--- src/verilog/port_c_pkg.sv ---
// package: register map, field positions and peripheral bundles for the port c block
package port_c_pkg;

    // ****************************************
    // register byte addresses
    // ****************************************
    localparam logic [3:0] pin_value_addr  = 4'h0;
    localparam logic [3:0] latch_addr      = 4'h4;
    localparam logic [3:0] direction_addr  = 4'h8;
    localparam logic [3:0] periph_ctrl_addr = 4'hC;

    // ****************************************
    // reset values and widths
    // ****************************************
    localparam int         port_width      = 8;
    localparam logic [7:0] direction_reset = 8'hFF;
    localparam logic [7:0] latch_reset     = 8'h00;
    localparam logic [7:0] ctrl_reset      = 8'h00;

    // ****************************************
    // pin positions
    // ****************************************
    localparam int pin_osc_out   = 0;
    localparam int pin_osc_in    = 1;
    localparam int pin_compare1  = 2;
    localparam int pin_spi_clock = 3;

    // ****************************************
    // peripheral control register fields
    // ****************************************
    localparam int ctrl_osc_en_bit     = 0;
    localparam int ctrl_cmp1_en_bit    = 1;
    localparam int ctrl_cmp2_en_bit    = 2;
    localparam int ctrl_epwm_en_bit    = 3;
    localparam int ctrl_epwm_tri_bit   = 4;
    localparam int ctrl_spi_master_bit = 5;

    // drive requests from the on-chip peripherals
    typedef struct packed {
        logic compare1_out;
        logic compare2_out;
        logic epwm_a_out;
        logic epwm_shutdown;
        logic spi_clock_out;
    } periph_drive_s;

    // input taps handed back to the peripherals
    typedef struct packed {
        logic counter_clock;
        logic capture1;
        logic capture2;
        logic spi_clock;
    } periph_tap_s;

endpackage

--- src/verilog/pin_mux.sv ---
// per-pin output/enable/input-gating mux for one port pin
`timescale 1ns/1ps
module pin_mux (
    input  wire logic dir_bit_i,
    input  wire logic latch_bit_i,
    input  wire logic analog_i,
    input  wire logic periph_own_i,
    input  wire logic periph_val_i,
    input  wire logic periph_tri_i,
    input  wire logic pad_in_i,
    output logic      pad_out_o,
    output logic      pad_oe_o,
    output logic      dig_in_o
);
    // analog use beats everything; peripheral beats latch only while dir bit is 0
    always_comb begin
        pad_out_o = latch_bit_i;
        pad_oe_o  = ~dir_bit_i;
        if (analog_i) begin
            pad_oe_o  = 1'b0;
            pad_out_o = 1'b0;
        end else if (periph_own_i && !dir_bit_i) begin
            pad_out_o = periph_val_i;
            pad_oe_o  = ~periph_tri_i;
        end
        dig_in_o = analog_i ? 1'b0 : pad_in_i;
    end
endmodule

--- src/verilog/port_c_io.sv ---
// top of the 8-bit bidirectional port with peripheral overrides and wishbone registers
// Summary of operation
// - eight pins; direction bit 1 releases the driver so the pin is an input
// - direction bit 0 drives the pin from its latch bit
// - latch has its own address; reads return latch, not pin levels
// - reset leaves every pin a digital input
// - direction register reads back as written despite peripheral overrides
// - only the spi master forces pin direction; compare and pwm outputs drive only while the software bit is 0
// - pin-select bit at 1 routes compare unit two to pin 1
// - timer oscillator takes pins 0 and 1 and disables their digital I/O
// - pin 0 as input feeds the shared counter clock
// - compare two output beats latch on pin 1; input feeds its capture
// - compare one output beats latch on pin 2; input feeds its capture
// - enhanced pwm channel a beats latch on pin 2, may tri-state on shutdown
// - spi clock output beats latch on pin 3; input feeds spi clock
`timescale 1ns/1ps
module port_c_io
    import port_c_pkg::*;
(
    input  wire logic          clk_i,
    input  wire logic          rst_i,
    // wishbone classic slave
    input  wire logic          cyc_i,
    input  wire logic          stb_i,
    input  wire logic          we_i,
    input  wire logic [3:0]    adr_i,
    input  wire logic [3:0]    sel_i,
    input  wire logic [31:0]   dat_i,
    output logic      [31:0]   dat_o,
    output logic               ack_o,
    output logic               err_o,
    // configuration fuse
    input  wire logic          compare2_pin_select_fuse_i,
    // peripherals
    input  wire periph_drive_s drive_i,
    output periph_tap_s        tap_o,
    // pads
    input  wire logic [7:0]    pad_in_i,
    output logic      [7:0]    pad_out_o,
    output logic      [7:0]    pad_oe_o
);

    // ****************************************
    // registers
    // ****************************************
    logic [7:0] port_direction_reg;
    logic [7:0] port_output_latch;
    logic [7:0] periph_ctrl;
    logic [7:0] dig_in;
    logic [7:0] port_pin_value_reg;
    logic [7:0] periph_own;
    logic [7:0] periph_val;
    logic [7:0] periph_tri;
    logic [7:0] analog;
    logic [7:0] eff_dir;
    logic       cmp2_routed;
    logic       req;
    logic       hit;
    logic       wr;
    logic [7:0] next_rdata;
    logic [7:0] owned_prev;

    function automatic logic known_addr(input logic [3:0] a);
        return (a == pin_value_addr) || (a == latch_addr) ||
               (a == direction_addr) || (a == periph_ctrl_addr);
    endfunction

    // ****************************************
    // wishbone slave: one wait state, ack one cycle
    // ****************************************
    assign req = cyc_i && stb_i && !ack_o && !err_o;
    assign hit = req && known_addr(adr_i);
    // write lands on the edge at which the master samples ack, not the taking edge
    assign wr  = cyc_i && stb_i && ack_o && we_i && sel_i[0];

    always_ff @(posedge clk_i) begin
        if (rst_i) begin
            ack_o <= 1'b0;
            err_o <= 1'b0;
        end else begin
            ack_o <= hit;
            err_o <= req && !known_addr(adr_i);
        end
    end

    always_comb begin
        next_rdata = 8'h00;
        if (adr_i == pin_value_addr) begin
            next_rdata = port_pin_value_reg;
        end else if (adr_i == latch_addr) begin
            next_rdata = port_output_latch;
        end else if (adr_i == direction_addr) begin
            next_rdata = port_direction_reg;
        end else if (adr_i == periph_ctrl_addr) begin
            next_rdata = periph_ctrl;
        end
    end

    always_ff @(posedge clk_i) begin
        if (rst_i) begin
            dat_o <= 32'h0000_0000;
        end else if (hit && !we_i) begin
            dat_o <= {24'h00_0000, next_rdata};
        end
    end

    // write to latch or pin address lands in the latch; held even under overrides
    always_ff @(posedge clk_i) begin
        if (rst_i) begin
            port_output_latch <= latch_reset;
        end else if (wr && (adr_i == latch_addr || adr_i == pin_value_addr)) begin
            port_output_latch <= dat_i[7:0];
        end
    end

    always_ff @(posedge clk_i) begin
        if (rst_i) begin
            port_direction_reg <= direction_reset;
        end else if (wr && adr_i == direction_addr) begin
            port_direction_reg <= dat_i[7:0];
        end
    end

    always_ff @(posedge clk_i) begin
        if (rst_i) begin
            periph_ctrl <= ctrl_reset;
        end else if (wr && adr_i == periph_ctrl_addr) begin
            periph_ctrl <= dat_i[7:0];
        end
    end

    always_ff @(posedge clk_i) begin
        if (rst_i) begin
            port_pin_value_reg <= 8'h00;
        end else begin
            port_pin_value_reg <= dig_in;
        end
    end

    // ****************************************
    // peripheral override map
    // ****************************************
    assign cmp2_routed = compare2_pin_select_fuse_i && periph_ctrl[ctrl_cmp2_en_bit];

    always_comb begin
        periph_own = 8'h00;
        periph_val = 8'h00;
        periph_tri = 8'h00;
        analog     = 8'h00;
        eff_dir    = port_direction_reg;
        if (periph_ctrl[ctrl_osc_en_bit]) begin
            analog[pin_osc_out] = 1'b1;
            analog[pin_osc_in]  = 1'b1;
        end
        if (cmp2_routed) begin
            periph_own[pin_osc_in] = 1'b1;
            periph_val[pin_osc_in] = drive_i.compare2_out;
        end
        // enhanced channel a wins over plain compare one when both enabled
        if (periph_ctrl[ctrl_epwm_en_bit]) begin
            periph_own[pin_compare1] = 1'b1;
            periph_val[pin_compare1] = drive_i.epwm_a_out;
            periph_tri[pin_compare1] = periph_ctrl[ctrl_epwm_tri_bit] && drive_i.epwm_shutdown;
        end else if (periph_ctrl[ctrl_cmp1_en_bit]) begin
            periph_own[pin_compare1] = 1'b1;
            periph_val[pin_compare1] = drive_i.compare1_out;
        end
        // spi master forces its clock pin to output; otherwise the software bit decides
        if (periph_ctrl[ctrl_spi_master_bit]) begin
            periph_own[pin_spi_clock] = 1'b1;
            periph_val[pin_spi_clock] = drive_i.spi_clock_out;
        end
        eff_dir[pin_spi_clock] = ~periph_ctrl[ctrl_spi_master_bit] &
                                 port_direction_reg[pin_spi_clock];
    end

    // ****************************************
    // pin muxes
    // ****************************************
    for (genvar i = 0; i < port_width; i++) begin : g_pin
        pin_mux u_mux (
            .dir_bit_i    (eff_dir[i]),
            .latch_bit_i  (port_output_latch[i]),
            .analog_i     (analog[i]),
            .periph_own_i (periph_own[i]),
            .periph_val_i (periph_val[i]),
            .periph_tri_i (periph_tri[i]),
            .pad_in_i     (pad_in_i[i]),
            .pad_out_o    (pad_out_o[i]),
            .pad_oe_o     (pad_oe_o[i]),
            .dig_in_o     (dig_in[i])
        );
    end

    // input taps only listen when the pin is an input
    always_comb begin
        tap_o.counter_clock = eff_dir[pin_osc_out] & dig_in[pin_osc_out];
        tap_o.capture2      = cmp2_routed & eff_dir[pin_osc_in] & dig_in[pin_osc_in];
        tap_o.capture1      = eff_dir[pin_compare1] & dig_in[pin_compare1];
        tap_o.spi_clock     = eff_dir[pin_spi_clock] & dig_in[pin_spi_clock];
    end

    // which pins a peripheral held last cycle, for the release check only
    always_ff @(posedge clk_i) begin
        if (rst_i) begin
            owned_prev <= 8'h00;
        end else begin
            owned_prev <= periph_own;
        end
    end

    // ****************************************
    // assertions: registers and reset
    // ****************************************
    a_reset_inputs: assert property (@(posedge clk_i)
        $past(rst_i) |-> (pad_oe_o == 8'h00))
        else $error("pins not inputs after reset");
    a_reset_values: assert property (@(posedge clk_i)
        $past(rst_i) |-> (port_direction_reg == direction_reset &&
                          port_output_latch == latch_reset))
        else $error("registers not at reset values");
    a_latch_write: assert property (@(posedge clk_i) disable iff (rst_i)
        (wr && adr_i == latch_addr) |=> (port_output_latch == $past(dat_i[7:0])))
        else $error("latch write lost");
    a_latch_hold: assert property (@(posedge clk_i) disable iff (rst_i)
        !(wr && (adr_i == latch_addr || adr_i == pin_value_addr)) |=>
        $stable(port_output_latch))
        else $error("latch changed without a write");
    a_latch_readback: assert property (@(posedge clk_i) disable iff (rst_i)
        (hit && !we_i && adr_i == latch_addr) |=> (dat_o[7:0] == $past(port_output_latch)))
        else $error("latch readback wrong");
    a_dir_readback: assert property (@(posedge clk_i) disable iff (rst_i)
        (hit && !we_i && adr_i == direction_addr) |=> (dat_o[7:0] == $past(port_direction_reg)))
        else $error("direction readback wrong");
    a_dir_hold: assert property (@(posedge clk_i) disable iff (rst_i)
        !(wr && adr_i == direction_addr) |=> $stable(port_direction_reg))
        else $error("direction changed without a write");

    // ****************************************
    // assertions: bus
    // ****************************************
    a_ack_pulse: assert property (@(posedge clk_i) disable iff (rst_i)
        ack_o |=> !ack_o)
        else $error("ack longer than one cycle");
    a_err_pulse: assert property (@(posedge clk_i) disable iff (rst_i)
        err_o |=> !err_o)
        else $error("error longer than one cycle");
    a_ack_err_excl: assert property (@(posedge clk_i) disable iff (rst_i)
        !(ack_o && err_o))
        else $error("ack and error together");
    a_read_upper: assert property (@(posedge clk_i) disable iff (rst_i)
        ack_o |-> (dat_o[31:8] == 24'h00_0000))
        else $error("upper read lanes not zero");
    // a refused access must leave the latch, direction and control registers as they were
    a_err_no_write: assert property (@(posedge clk_i) disable iff (rst_i)
        err_o |=> ($stable(port_output_latch) && $stable(port_direction_reg) &&
                   $stable(periph_ctrl)))
        else $error("refused access changed a register");

    // ****************************************
    // assertions: pin drive
    // ****************************************
    a_input_tristate: assert property (@(posedge clk_i) disable iff (rst_i)
        (eff_dir == 8'hFF) |-> (pad_oe_o == 8'h00))
        else $error("input pins driven");
    a_upper_inputs: assert property (@(posedge clk_i) disable iff (rst_i)
        (pad_oe_o[7:4] & port_direction_reg[7:4]) == 4'h0)
        else $error("upper input pin driven");
    a_latch_drives: assert property (@(posedge clk_i) disable iff (rst_i)
        (!eff_dir[5] && !analog[5]) |-> (pad_oe_o[5] && pad_out_o[5] == port_output_latch[5]))
        else $error("latch not on pin");
    a_upper_latch: assert property (@(posedge clk_i) disable iff (rst_i)
        ((pad_out_o[7:4] ^ port_output_latch[7:4]) & ~port_direction_reg[7:4]) == 4'h0)
        else $error("upper output pin not from latch");
    a_no_override: assert property (@(posedge clk_i) disable iff (rst_i)
        (periph_ctrl == ctrl_reset) |-> (pad_oe_o == ~port_direction_reg &&
        ((pad_out_o ^ port_output_latch) & pad_oe_o) == 8'h00))
        else $error("plain port not driven from latch");
    // a pin let go by its peripheral must show the latch again at once
    a_latch_returns: assert property (@(posedge clk_i) disable iff (rst_i)
        ((owned_prev & ~periph_own & ~eff_dir & ~analog) &
         (pad_out_o ^ port_output_latch)) == 8'h00)
        else $error("latch not back after release");
    a_spi_force: assert property (@(posedge clk_i) disable iff (rst_i)
        periph_ctrl[ctrl_spi_master_bit] |-> pad_oe_o[3] && pad_out_o[3] == drive_i.spi_clock_out)
        else $error("spi clock not forced");
    a_spi_out_dir: assert property (@(posedge clk_i) disable iff (rst_i)
        (periph_ctrl[ctrl_spi_master_bit] && port_direction_reg[pin_spi_clock]) |->
        pad_oe_o[pin_spi_clock])
        else $error("spi master did not override direction");
    a_osc_isolates: assert property (@(posedge clk_i) disable iff (rst_i)
        periph_ctrl[ctrl_osc_en_bit] |-> (pad_oe_o[1:0] == 2'b00 && dig_in[1:0] == 2'b00))
        else $error("oscillator pins not isolated");
    a_cmp2_route: assert property (@(posedge clk_i) disable iff (rst_i)
        (cmp2_routed && !port_direction_reg[1] && !analog[1]) |->
        pad_out_o[1] == drive_i.compare2_out)
        else $error("compare two not on pin 1");
    a_fuse_off: assert property (@(posedge clk_i) disable iff (rst_i)
        (!compare2_pin_select_fuse_i && !port_direction_reg[pin_osc_in] &&
         !periph_ctrl[ctrl_osc_en_bit]) |->
        (pad_oe_o[pin_osc_in] && pad_out_o[pin_osc_in] == port_output_latch[pin_osc_in]))
        else $error("pin 1 taken without the select bit");
    a_cmp1_drive: assert property (@(posedge clk_i) disable iff (rst_i)
        (periph_ctrl[ctrl_cmp1_en_bit] && !periph_ctrl[ctrl_epwm_en_bit] &&
         !port_direction_reg[pin_compare1]) |->
        (pad_oe_o[pin_compare1] && pad_out_o[pin_compare1] == drive_i.compare1_out))
        else $error("compare one not on pin 2");
    a_epwm_drive: assert property (@(posedge clk_i) disable iff (rst_i)
        (periph_ctrl[ctrl_epwm_en_bit] && !port_direction_reg[pin_compare1] &&
         !(periph_ctrl[ctrl_epwm_tri_bit] && drive_i.epwm_shutdown)) |->
        (pad_oe_o[pin_compare1] && pad_out_o[pin_compare1] == drive_i.epwm_a_out))
        else $error("pwm channel a not on pin 2");
    a_epwm_tri: assert property (@(posedge clk_i) disable iff (rst_i)
        (periph_ctrl[ctrl_epwm_en_bit] && periph_ctrl[ctrl_epwm_tri_bit] &&
         drive_i.epwm_shutdown) |-> !pad_oe_o[2])
        else $error("pwm shutdown not tri-stated");

    // ****************************************
    // assertions: input taps
    // ****************************************
    a_counter_tap: assert property (@(posedge clk_i) disable iff (rst_i)
        (port_direction_reg[pin_osc_out] && !periph_ctrl[ctrl_osc_en_bit]) |->
        (tap_o.counter_clock == pad_in_i[pin_osc_out]))
        else $error("counter clock not from pin 0");
    a_osc_no_tap: assert property (@(posedge clk_i) disable iff (rst_i)
        periph_ctrl[ctrl_osc_en_bit] |-> (!tap_o.counter_clock && !tap_o.capture2))
        else $error("oscillator pin leaks into a tap");
    a_cap2_tap: assert property (@(posedge clk_i) disable iff (rst_i)
        (compare2_pin_select_fuse_i && periph_ctrl[ctrl_cmp2_en_bit] &&
         port_direction_reg[pin_osc_in] && !periph_ctrl[ctrl_osc_en_bit]) |->
        (tap_o.capture2 == pad_in_i[pin_osc_in]))
        else $error("capture two not from pin 1");
    a_cap1_tap: assert property (@(posedge clk_i) disable iff (rst_i)
        port_direction_reg[pin_compare1] |-> (tap_o.capture1 == pad_in_i[pin_compare1]))
        else $error("capture one not from pin 2");
    a_spi_tap: assert property (@(posedge clk_i) disable iff (rst_i)
        (port_direction_reg[pin_spi_clock] && !periph_ctrl[ctrl_spi_master_bit]) |->
        (tap_o.spi_clock == pad_in_i[pin_spi_clock]))
        else $error("spi clock input not from pin 3");
    a_pin_sample: assert property (@(posedge clk_i) disable iff (rst_i)
        1'b1 |=> (port_pin_value_reg[7:4] == $past(pad_in_i[7:4])))
        else $error("pin value not sampled");

    c_latch_write: cover property (@(posedge clk_i) wr && adr_i == latch_addr);
    c_osc_on: cover property (@(posedge clk_i) periph_ctrl[ctrl_osc_en_bit]);
    c_epwm_shut: cover property (@(posedge clk_i) periph_tri[2]);
    c_bus_err: cover property (@(posedge clk_i) err_o);
    c_spi_master: cover property (@(posedge clk_i) periph_ctrl[ctrl_spi_master_bit]);

endmodule

--- config.mk ---
export PLATFORM = sky130hd
export DESIGN_NAME = port_c_io
export DESIGN_NICKNAME = d
export VERILOG_FILES = /design/src/verilog/port_c_pkg.sv /design/src/verilog/pin_mux.sv /design/src/verilog/port_c_io.sv
export SDC_FILE = /design/constraint.sdc
export NUM_CORES = 1
export LEC_CHECK = 0
export BUFFER_PORTS_ARGS = -buffer_cell sky130_fd_sc_hd__buf_2
export CAP_MARGIN = 20
export CORE_MARGIN = 1.5
export CORE_UTILIZATION = 43
export CTS_CLUSTER_SIZE = 8
export DETAILED_ROUTE_END_ITERATION = 16
export GPL_TIMING_DRIVEN = 1
export PLACE_DENSITY = 0.81
export SYNTH_ARGS = -nofsm -noshare
export SYNTH_HDL_FRONTEND = slang
export SYNTH_HIERARCHICAL = 1
export SYNTH_SLANG_ARGS = --single-unit
--- constraint.sdc ---
create_clock -name clk_i -period 1.4 [get_ports clk_i]
set_clock_uncertainty 0.05 [all_clocks]
set_input_delay 0.21 -clock clk_i [delete_from_list [all_inputs] [get_ports clk_i]]
set_output_delay 0.21 -clock clk_i [all_outputs]
set_load 0.005 [all_outputs]
==> impl_results.md, run 1 <==
* Chip Height at 79.0 um
* Slew Limit Fails at 0
* Seq/Total Area, Yosys at 0.339
* Critical Path RT at 1.14 ns
* Run status: finished with violations
* Pwr per Cell Area at 704 nW/um2
* Number of global-route vias before repair at 2021
* TritonCTS buffer count at 5
* Die Width at 79.0 um
* Worst-path cell chain: or2_4, and2b_1, o21ai_1, buf_2
* Core Box Area at 5540 um2
* Yosys reg bits at 42
* Fillers at 502
* Synth unique cells at 37
* Synth top area cells: dfxtp_1 (34%), buf_4 (7.6%), mux2i_1 (6.5%)
* Layout Nets at 465
* Mapped cell area at 2480 um2
* RSZ-0062 raised after global routing: true
* Fin crit period at 1.52 ns
* Hold Violations, Final at 0
* Cell taking the most area after synthesis: dfxtp_1
* Max-cap viol count at 0
* Crit Path Category: reg -> out
* First-pass GRT wire length at 9020 um
* Detail Route Antenna Nets at 0
* WL final at 5680 um
* HP Class: in -> reg
* Largest net degree at the start of global routing at 60
* Fmax at 0.659 GHz
* CP delay by family, top: simple AND/OR/NAND/NOR gates
* TritonCTS clock tree: yes
* Fin crit share at 1.08
* Clock Sinks at 42
* Area delta synth->final at 31.1%
* Router iterations before antenna repair at 4
* DIE AREA at 6240 um2
* LEAKAGE at 1.54 nW
* Post-synthesis cell count at 276
* Hpwl dp at 4210 um
* All-Layer GR Usage at 0.185
* Final worst slack at -0.117 ns
* I/O Pins at 113
* Violated checks: negative setup slack
* Setup crit start kind: flop
* Share of the synthesized area in the top cell type at 0.339
* Clock Path Buffers at 2
* Residual DRC count at 0
* Initial DRC Count at 44
* Hold_buf cts at 0
* FP Rows at 27
* H-Tree Depth at 2
* Clk root buf: clkbuf_8
* Total global routing overflow at 0
* Syn avg cell area at 8.99 um2
* Non-Filler Instances at 479
* Synth warnings at 6
* DR WL/cell at 11.9 um
* Diode count at 0
* IO Port Bufs at 61
* Worst Path Max Fanout at 3
* Worst skew pair latency at 0.30 ns
* Layout cell share with drive strength beyond 1 at 0.312
* Worst vdd ir at 618 uV
* Asr flop ratio synth at 0
* Post-synth EDFFs at 0
* Count leader, synth: dfxtp_1
* DR vias at 2240
* Most used DFF post-synth: dfxtp_1
* Bufs and invs on worst path at 1
* Tot Pwr at 2.29 mW
* Antenna violations before repair at 0
* DP Worst Slack at -0.0499 ns
* Initial Utilization at 0.448
* GP Congestion at 0.796
* Final setup viols at 5
* Placed cells at 467
* Vias per inst at 4.68
* Crit end category: primary output
* Clock transition at path regs at 0.08 ns
* Slowest CP cell: dfxtp_2
* Top cells by count, synth: dfxtp_1 (42), buf_4 (25), nand2b_1 (25)
* Arrival @ worst endpoint at 1.26 ns
* CP peak stage delay at 0.33 ns
-- worst paths after layout --
path / startpoint / endpoint / slack (ns) / cells past startpoint
min reg2reg: periph_ctrl[6] / periph_ctrl[6] / 0.44 / 2
max reg2reg: ack_o / dat_o[6] / 0.11 / 5
min: dat_i[2] / periph_ctrl[2] / 0.13 / 3
max: periph_ctrl[1] / pad_out_o[2] / -0.12 / 4
-- layout make-up --
type	count	area (um2)	area share
inverters	1	3.75	0.00115
clock buffers	7	86.3	0.0265
clock inverters	1	5.00	0.00154
flip-flops and latches	42	853	0.262
well taps	72	90.1	0.0277
repair buffers	87	529	0.163
multi-input cells	269	1690	0.518
-- repair_timing --
action,in CTS,in global routing
pin swaps,3,3
buffers inserted,0,4
gates resized for setup,9,9
endpoints found under the setup margin,8,7
-- cell families after synthesis --
kind of cell           Yosys count  synth area share
AOI/OAI and AO/OA               56             0.136
buffers and inverters           39             0.103
DFF                             42             0.339
muxes                           31             0.137
other                            1           0.00151
and+or+nand+nor                107             0.283
-- tightest hold or removal path, cell delays in order --
cell      delay [ns]
buf_2           0.12
nand2b_1        0.06
mux2i_1         0.05
-- where the power goes --
group / switching (mW) / leakage, nW / internal (mW)
clock network: 0.401 / 0.0482 / 0.398
registers: 0.00716 / 0.343 / 1.21
logic: 0.145 / 1.15 / 0.134
total: 0.554 / 1.54 / 1.74
-- metrics by stage --
| step | area (um2) | setup TNS [ns] | hold slack [ns] | utilization |
|---|---|---|---|---|
| 2_1_floorplan | 2760 | 0 | 0.312 | - |
| 3_3_place_gp | 3090 | -0.173 | 0.409 | 0.558 |
| 3_5_place_dp | 3090 | -0.497 | 0.427 | 0.558 |
| 4_1_cts | 3200 | -0.354 | 0.120 | 0.578 |
| 5_1_grt | 3260 | -0.604 | 0.134 | 0.588 |
| 6_report | 3260 | -0.314 | 0.130 | 0.588 |
-- cell usage in the layout (no fill, tap or decap), types with 3 or more instances in the layout --
cell type  instances
conb_1            75
buf_2             61
dfxtp_1           34
nand2b_1          25
buf_4             23
nor2_1            16
mux2i_1           16
nor2b_1           15
a21oi_1           15
mux2_2            14
a211oi_1          13
o21ai_1            9
nand4bb_1          9
o21ai_0            9
nand3_1            8
and2b_1            8
a22oi_1            7
dfxtp_2            7
clkbuf_8           6
and2_1             5
and3_1             3
-- per-layer routing --
| layer | global-route usage | wire (um) |
|---|---|---|
| met5 | 0 | 0 |
| met3 | 0.0471 | 276 |
| met1 | 0.207 | 2420 |
| met2 | 0.338 | 2910 |
| met4 | 0.0649 | 78 |
Power figures use the tool's default switching activity.
==> run 2, diff against run 1 <==
--- a/config.mk
+++ b/config.mk
@@ -9,10 +9,13 @@
 export CAP_MARGIN = 20
 export CORE_MARGIN = 1.5
 export CORE_UTILIZATION = 43
+export CTS_CLUSTER_DIAMETER = 100
 export CTS_CLUSTER_SIZE = 8
 export DETAILED_ROUTE_END_ITERATION = 16
 export GPL_TIMING_DRIVEN = 1
+export MAX_ROUTING_LAYER = met4
 export PLACE_DENSITY = 0.81
+export REMOVE_ABC_BUFFERS = 1
 export SYNTH_ARGS = -nofsm -noshare
 export SYNTH_HDL_FRONTEND = slang
 export SYNTH_HIERARCHICAL = 1
==> impl_results.md, run 2 (same netlist as run 1, synthesis figures left out) <==
* Run status: finished with violations
* Violated checks: negative setup slack
* LEAKAGE at 1.58 nW (+2.6%)
* Detail Route Antenna Nets at 0 (unchanged)
* Router iterations before antenna repair at 6 (+2)
* Fin crit share at 1.08 (-0.00574)
* Residual DRC count at 0 (unchanged)
* WL final at 6170 um (+8.6%)
* Layout Nets at 474 (+1.9%)
* Bufs and invs on worst path at 1 (unchanged)
* TritonCTS clock tree: yes
* Register Area at 858 um2 (+0.59%)
* FP Rows at 27 (unchanged)
* Hold Violations, Final at 0 (unchanged)
* Final worst slack at -0.109 ns (+0.00803 ns)
* Worst vdd ir at 581 uV (-5.9%)
* Tot Pwr at 2.30 mW (+0.48%)
* DIE AREA at 6240 um2 (unchanged)
* Clock transition at path regs at 0.08 ns (about the same)
* Finished Core Util at 0.600 (+0.0120)
* DR WL/cell at 12.6 um (+6.6%)
* Pwr per Cell Area at 694 nW/um2 (-1.5%)
* I/O Pins at 113 (unchanged)
* Hpwl dp at 4520 um (+7.5%)
* H-Tree Depth at 2 (unchanged)
* Hold_buf cts at 0 (unchanged)
* GP Congestion at 0.839 (+5.5%)
* TritonCTS buffer count at 5 (unchanged)
* Area of the multi-input gates at 1680 um2 (-0.30%)
* DR vias at 2351 (+5.0%)
* Max-cap viol count at 0 (unchanged)
* CP delay by family, top: simple AND/OR/NAND/NOR gates
* Crit end category: primary output
* Slowest CP cell: dfxtp_2
* Most frequent cells in the layout: conb_1 (75), buf_2 (61), dfxtp_1 (34)
* Arrival @ worst endpoint at 1.25 ns (about the same)
* Fmax at 0.663 GHz (+0.53%)
* Slew Limit Fails at 0 (unchanged)
* Initial Utilization at 0.448 (unchanged)
* Area delta synth->final at 33.8%
* Fillers at 504 (+0.40%)
* Vias per inst at 4.82 (+3.0%)
* IO Port Bufs at 61 (unchanged)
* Number of global-route vias before repair at 2154 (+6.6%)
* Worst-path cell chain: or2_4, and2b_1, o21ai_1, buf_2
* Worst skew pair latency at 0.30 ns (about the same)
* HP Class: in -> reg
* Clock Path Buffers at 2 (unchanged)
* Fin crit period at 1.51 ns (-0.00803 ns)
* Die Width at 79.0 um (unchanged)
* Commonest non-fill, non-tap cell in the layout: conb_1
* Clock Sinks at 42 (unchanged)
* RSZ-0062 raised after global routing: true
* Setup Total Neg Slack at -0.261 ns (+0.0533 ns)
* Final Hold Slack at 0.119 ns (-0.0110 ns)
* Antenna violations before repair at 0 (unchanged)
* Final setup viols at 3 (-2)
* Crit Path Category: reg -> out
* Setup crit start kind: flop
* CP peak stage delay at 0.33 ns (about the same)
* First-pass GRT wire length at 9910 um (+9.9%)
* Critical Path RT at 1.14 ns (about the same)
* Core Box Area at 5540 um2 (unchanged)
* Worst Path Max Fanout at 3 (unchanged)
* Initial DRC Count at 72 (+64%)
* DP Worst Slack at -0.115 ns (-0.0652 ns)
* Largest net degree at the start of global routing at 33 (-45%)
* Clk root buf: clkbuf_8
* Layout cell share with drive strength beyond 1 at 0.325 (+0.0125)
* Diode count at 0 (unchanged)
* All-Layer GR Usage at 0.208 (+0.0231)
* Chip Height at 79.0 um (unchanged)
* Total global routing overflow at 0 (unchanged)
## run 2: report_power, final
| group | switching (mW) | internal [mW] | total [mW] | leakage [nW] |
|---|---|---|---|---|
| clock | 0.403 | 0.398 | 0.801 | 0.0482 |
| sequential | 0.00784 | 1.20 | 1.21 | 0.343 |
| combinational | 0.151 | 0.140 | 0.291 | 1.19 |
| total | 0.563 | 1.74 | 2.30 | 1.58 |
## run 2: path summary, 6_finish.rpt
path / from / end / slack, ns / depth (start not counted)
setup reg to reg: ack_o / port_direction_reg[0] / 0.05 / 5
hold / removal: dat_i[0] / periph_ctrl[0] / 0.12 / 3
hold reg to reg: periph_ctrl[7] / periph_ctrl[7] / 0.43 / 2
setup / recovery: periph_ctrl[1] / pad_out_o[2] / -0.11 / 4
## run 2: timing repair
action | in CTS | in global routing
gates resized for setup | 11 | 11
pin swaps | 3 | 0
endpoints found under the hold margin | 0 | 0
setup buffers | 1 | 3
endpoints found under the setup margin | 10 | 22
## run 2: area by class of cell
class / count / share of cell area
sequential: 42 / 0.258
inverter: 1 / 0.00113
clock inverter: 1 / 0.00151
tap: 72 / 0.0271
timing repair buffer: 96 / 0.179
clock buffer: 7 / 0.0260
multi-input combinational: 269 / 0.507
## run 2: per-layer routing
| layer | track usage | wire length, um | vias to the layer above |
|---|---|---|---|
| met5 | - | 0 | - |
| met3 | 0.0391 | 303 | 11 |
| met4 | 0.0754 | 108 | 0 |
| li1 | - | - | 1159 |
| met1 | 0.241 | 2700 | 1109 |
| met2 | 0.360 | 3060 | 72 |
## run 2: worst reg2reg max path, stage by stage, from the launching register on
cell,delay (ns)
dfxtp_4,0.37
nand4_1,0.10
buf_4,0.16
nor3_4,0.24
buf_6,0.19
mux2i_1,0.18
## run 2: metrics by stage
stage,cell area (um2),instances
final,3320,488
after global routing,3320,488
after CTS,3270,485
after detailed placement,3150,476
after global placement,3150,476
after floorplan,2510,312
==> run 3, diff against run 2 <==
--- a/config.mk
+++ b/config.mk
@@ -5,16 +5,17 @@
 export SDC_FILE = /design/constraint.sdc
 export NUM_CORES = 1
 export LEC_CHECK = 0
+export ABC_AREA = 1
 export BUFFER_PORTS_ARGS = -buffer_cell sky130_fd_sc_hd__buf_2
 export CAP_MARGIN = 20
 export CORE_MARGIN = 1.5
-export CORE_UTILIZATION = 43
+export CORE_UTILIZATION = 42
 export CTS_CLUSTER_DIAMETER = 100
 export CTS_CLUSTER_SIZE = 8
 export DETAILED_ROUTE_END_ITERATION = 16
 export GPL_TIMING_DRIVEN = 1
 export MAX_ROUTING_LAYER = met4
-export PLACE_DENSITY = 0.81
+export PLACE_DENSITY = 0.8
 export REMOVE_ABC_BUFFERS = 1
 export SYNTH_ARGS = -nofsm -noshare
 export SYNTH_HDL_FRONTEND = slang
==> impl_results.md, run 3 <==
* Largest net degree at the start of global routing at 28 (-15%)
* Worst skew pair latency at 0.30 ns (about the same)
* Worst Path Max Fanout at 4 (+1)
* Reg2Reg Setup Slack at 0.13 ns (+0.08 ns)
* Clock Path Buffers at 2 (unchanged)
* Hold Violations, Final at 0 (unchanged)
* TritonCTS clock tree: yes
* Fin crit period at 1.46 ns (-0.0486 ns)
* Antenna violations before repair at 0 (unchanged)
* Layout Nets at 559 (+18%)
* Share of the synthesized area in the top cell type at 0.348 (+0.00948)
* Post-synth EDFFs at 0 (unchanged)
* Clock transition at path regs at 0.08 ns (about the same)
* Hold_buf cts at 0 (unchanged)
* I/O Pins at 113 (unchanged)
* DR vias at 2460 (+4.6%)
* First-pass GRT wire length at 8800 um (-11%)
* Critical Path RT at 1.14 ns (about the same)
* Tot Pwr at 2.26 mW (-2.1%)
* Core Box Area at 5540 um2 (unchanged)
* Count leader, synth: nand2_1
* Fmax at 0.685 GHz (+3.3%)
* Synth unique cells at 22 (-41%)
* Hold_sp: dat_i[7]
* Die Width at 78.8 um (-0.20%)
* Non-Filler Instances at 573 (+17%)
* Number of global-route vias before repair at 2064 (-4.2%)
* Slew Limit Fails at 0 (unchanged)
* Worst vdd ir at 448 uV (-23%)
* Worst-path cell chain: or2_4, a21oi_2, nor2_1, buf_2
* Arrival @ worst endpoint at 1.20 ns (-0.05 ns)
* Syn avg cell area at 6.24 um2 (-31%)
* Fillers at 547 (+8.5%)
* Synth warnings at 6 (unchanged)
* Commonest non-fill, non-tap cell in the layout: nand2_1
* DR WL/cell at 9.55 um (-24%)
* WL final at 5480 um (-11%)
* Hpwl dp at 4020 um (-11%)
* Cell taking the most area after synthesis: dfxtp_1
* Pwr per Cell Area at 732 nW/um2 (+5.5%)
* HP Class: in -> reg
* Post-synthesis cell count at 387 (+40%)
* Worst R2R Start: ack_o
* CP peak stage delay at 0.37 ns (+0.04 ns)
* Most used DFF post-synth: dfxtp_1
* FP Rows at 27 (unchanged)
* Residual DRC count at 0 (unchanged)
* Setup Total Neg Slack at -0.106 ns (+0.155 ns)
* Synth top area cells: dfxtp_1 (35%), nand2_1 (13%), nor2_1 (12%)
* WHS Path Cells at 3 (unchanged)
* GP Congestion at 0.873 (+4.0%)
* CP startpoint: periph_ctrl[3]
* R2r worst-path depth at 7 (+2)
* Seq/Total Area, Yosys at 0.348 (+0.00948)
* Detail Route Antenna Nets at 0 (unchanged)
* Dpl cell area at 2900 um2 (-7.8%)
* Finished Cell Area at 3080 um2 (-7.2%)
* Diode count at 0 (unchanged)
* Chip Height at 78.8 um (-0.20%)
* H-Tree Depth at 2 (unchanged)
* Clk root buf: clkbuf_8
* Run status: finished with violations
* LEAKAGE at 1.81 nW (+15%)
* Initial Utilization at 0.436 (-0.0122)
* DP Worst Slack at 0.0768 ns (+0.192 ns)
* Crit Path Category: reg -> out
* All-Layer GR Usage at 0.185 (-0.0233)
* IO Port Bufs at 61 (unchanged)
* Area delta synth->final at 27.6%
* Slowest CP cell: dfxtp_4
* Mapped cell area at 2410 um2 (-2.7%)
* RSZ-0062 raised after global routing: true
* Fin crit share at 1.04 (-0.0347)
* DIE AREA at 6210 um2 (-0.39%)
* Most frequent cells in the layout: nand2_1 (80), nor2_1 (75), conb_1 (63)
* Crit end category: primary output
* Initial DRC Count at 172 (+140%)
* Asr flop ratio synth at 0 (unchanged)
* TritonCTS buffer count at 5 (unchanged)
* Setup crit start kind: flop
* Layout cell share with drive strength beyond 1 at 0.240 (-0.0850)
* Clock Sinks at 42 (unchanged)
* Violated checks: negative setup slack
* Total global routing overflow at 0 (unchanged)
* Top cells by count, synth: nand2_1 (82), nor2_1 (77), inv_1 (63)
* Final worst slack at -0.0602 ns (+0.0486 ns)
* Placed cells at 560 (+18%)
* Max-cap viol count at 0 (unchanged)
* Yosys reg bits at 42 (unchanged)
* Router iterations before antenna repair at 4 (-2)
* Vias per inst at 4.29 (-11%)
* Final setup viols at 2 (-1)
-- run 3: cell count changes after synthesis, sizes merged, moves of 6 or more --
cell	previous run	this run
nand2	2	86
nor2	16	85
inv	1	69
nand3	8	35
nand2b	25	0
nor2b	17	0
mux2i	16	0
a211oi	15	0
mux2	14	0
nand4bb	9	0
and2b	8	0
a22oi	7	0
and2	6	0
-- run 3: layout make-up --
class | instances | area (um2) | area share
multi-input combinational | 308 | 1360 | 0.443
sequential | 42 | 853 | 0.277
timing repair buffer | 73 | 408 | 0.132
inverter | 70 | 272 | 0.0881
tap | 72 | 90.1 | 0.0292
clock buffer | 6 | 82.6 | 0.0268
clock inverter | 2 | 12.5 | 0.00406
-- run 3: cell families after synthesis --
| group | synth area share |
|---|---|
| other | 0.00155 |
| AO/OA/AOI/OAI | 0.0746 |
| AND/OR/NAND/NOR | 0.379 |
| buffers and inverters | 0.196 |
| flip-flops | 0.348 |
-- run 3: per-stage QoR --
step	utilization	hold WS (ns)
detailed placement	0.524	0.411
finish	0.556	0.104
CTS	0.548	0.0990
global route	0.556	0.111
global placement	0.524	0.401
floorplan	-	0.229
-- run 3: layer usage --
metal / GRT usage / routed length (um) / share of wire
met5: - / 0 / 0
met1: 0.222 / 2430 / 0.44
met3: 0.0241 / 379 / 0.069
met4: 0.0842 / 68 / 0.012
met2: 0.311 / 2600 / 0.47
-- run 3: worst paths after layout --
kind,end
hold reg to reg,dat_o[7]
hold / removal,port_direction_reg[7]
setup / recovery,pad_out_o[2]
setup reg to reg,port_output_latch[0]
-- run 3: report_power, final --
group          internal (mW)  switching, mW  leakage [nW]
logic                 0.0851          0.144          1.42
registers               1.21        0.00627         0.343
clock network          0.396          0.419        0.0472
-- run 3: repair_timing --
item | in CTS | in global routing
hold endpoints to repair | 0 | 0
pin swaps | 4 | 5
cloned | 0 | 0
buffers inserted | 3 | 2
resized for setup | 9 | 15
endpoints found under the setup margin | 5 | 11
-- run 3: critical path, delay by kind of cell (launching register included) --
| kind | cells | cell delay, ns |
|---|---|---|
| DFF | 1 | 0.37 |
| AOI/OAI and AO/OA | 1 | 0.13 |
| buffers and inverters | 1 | 0.12 |
| and+or+nand+nor | 2 | 0.30 |
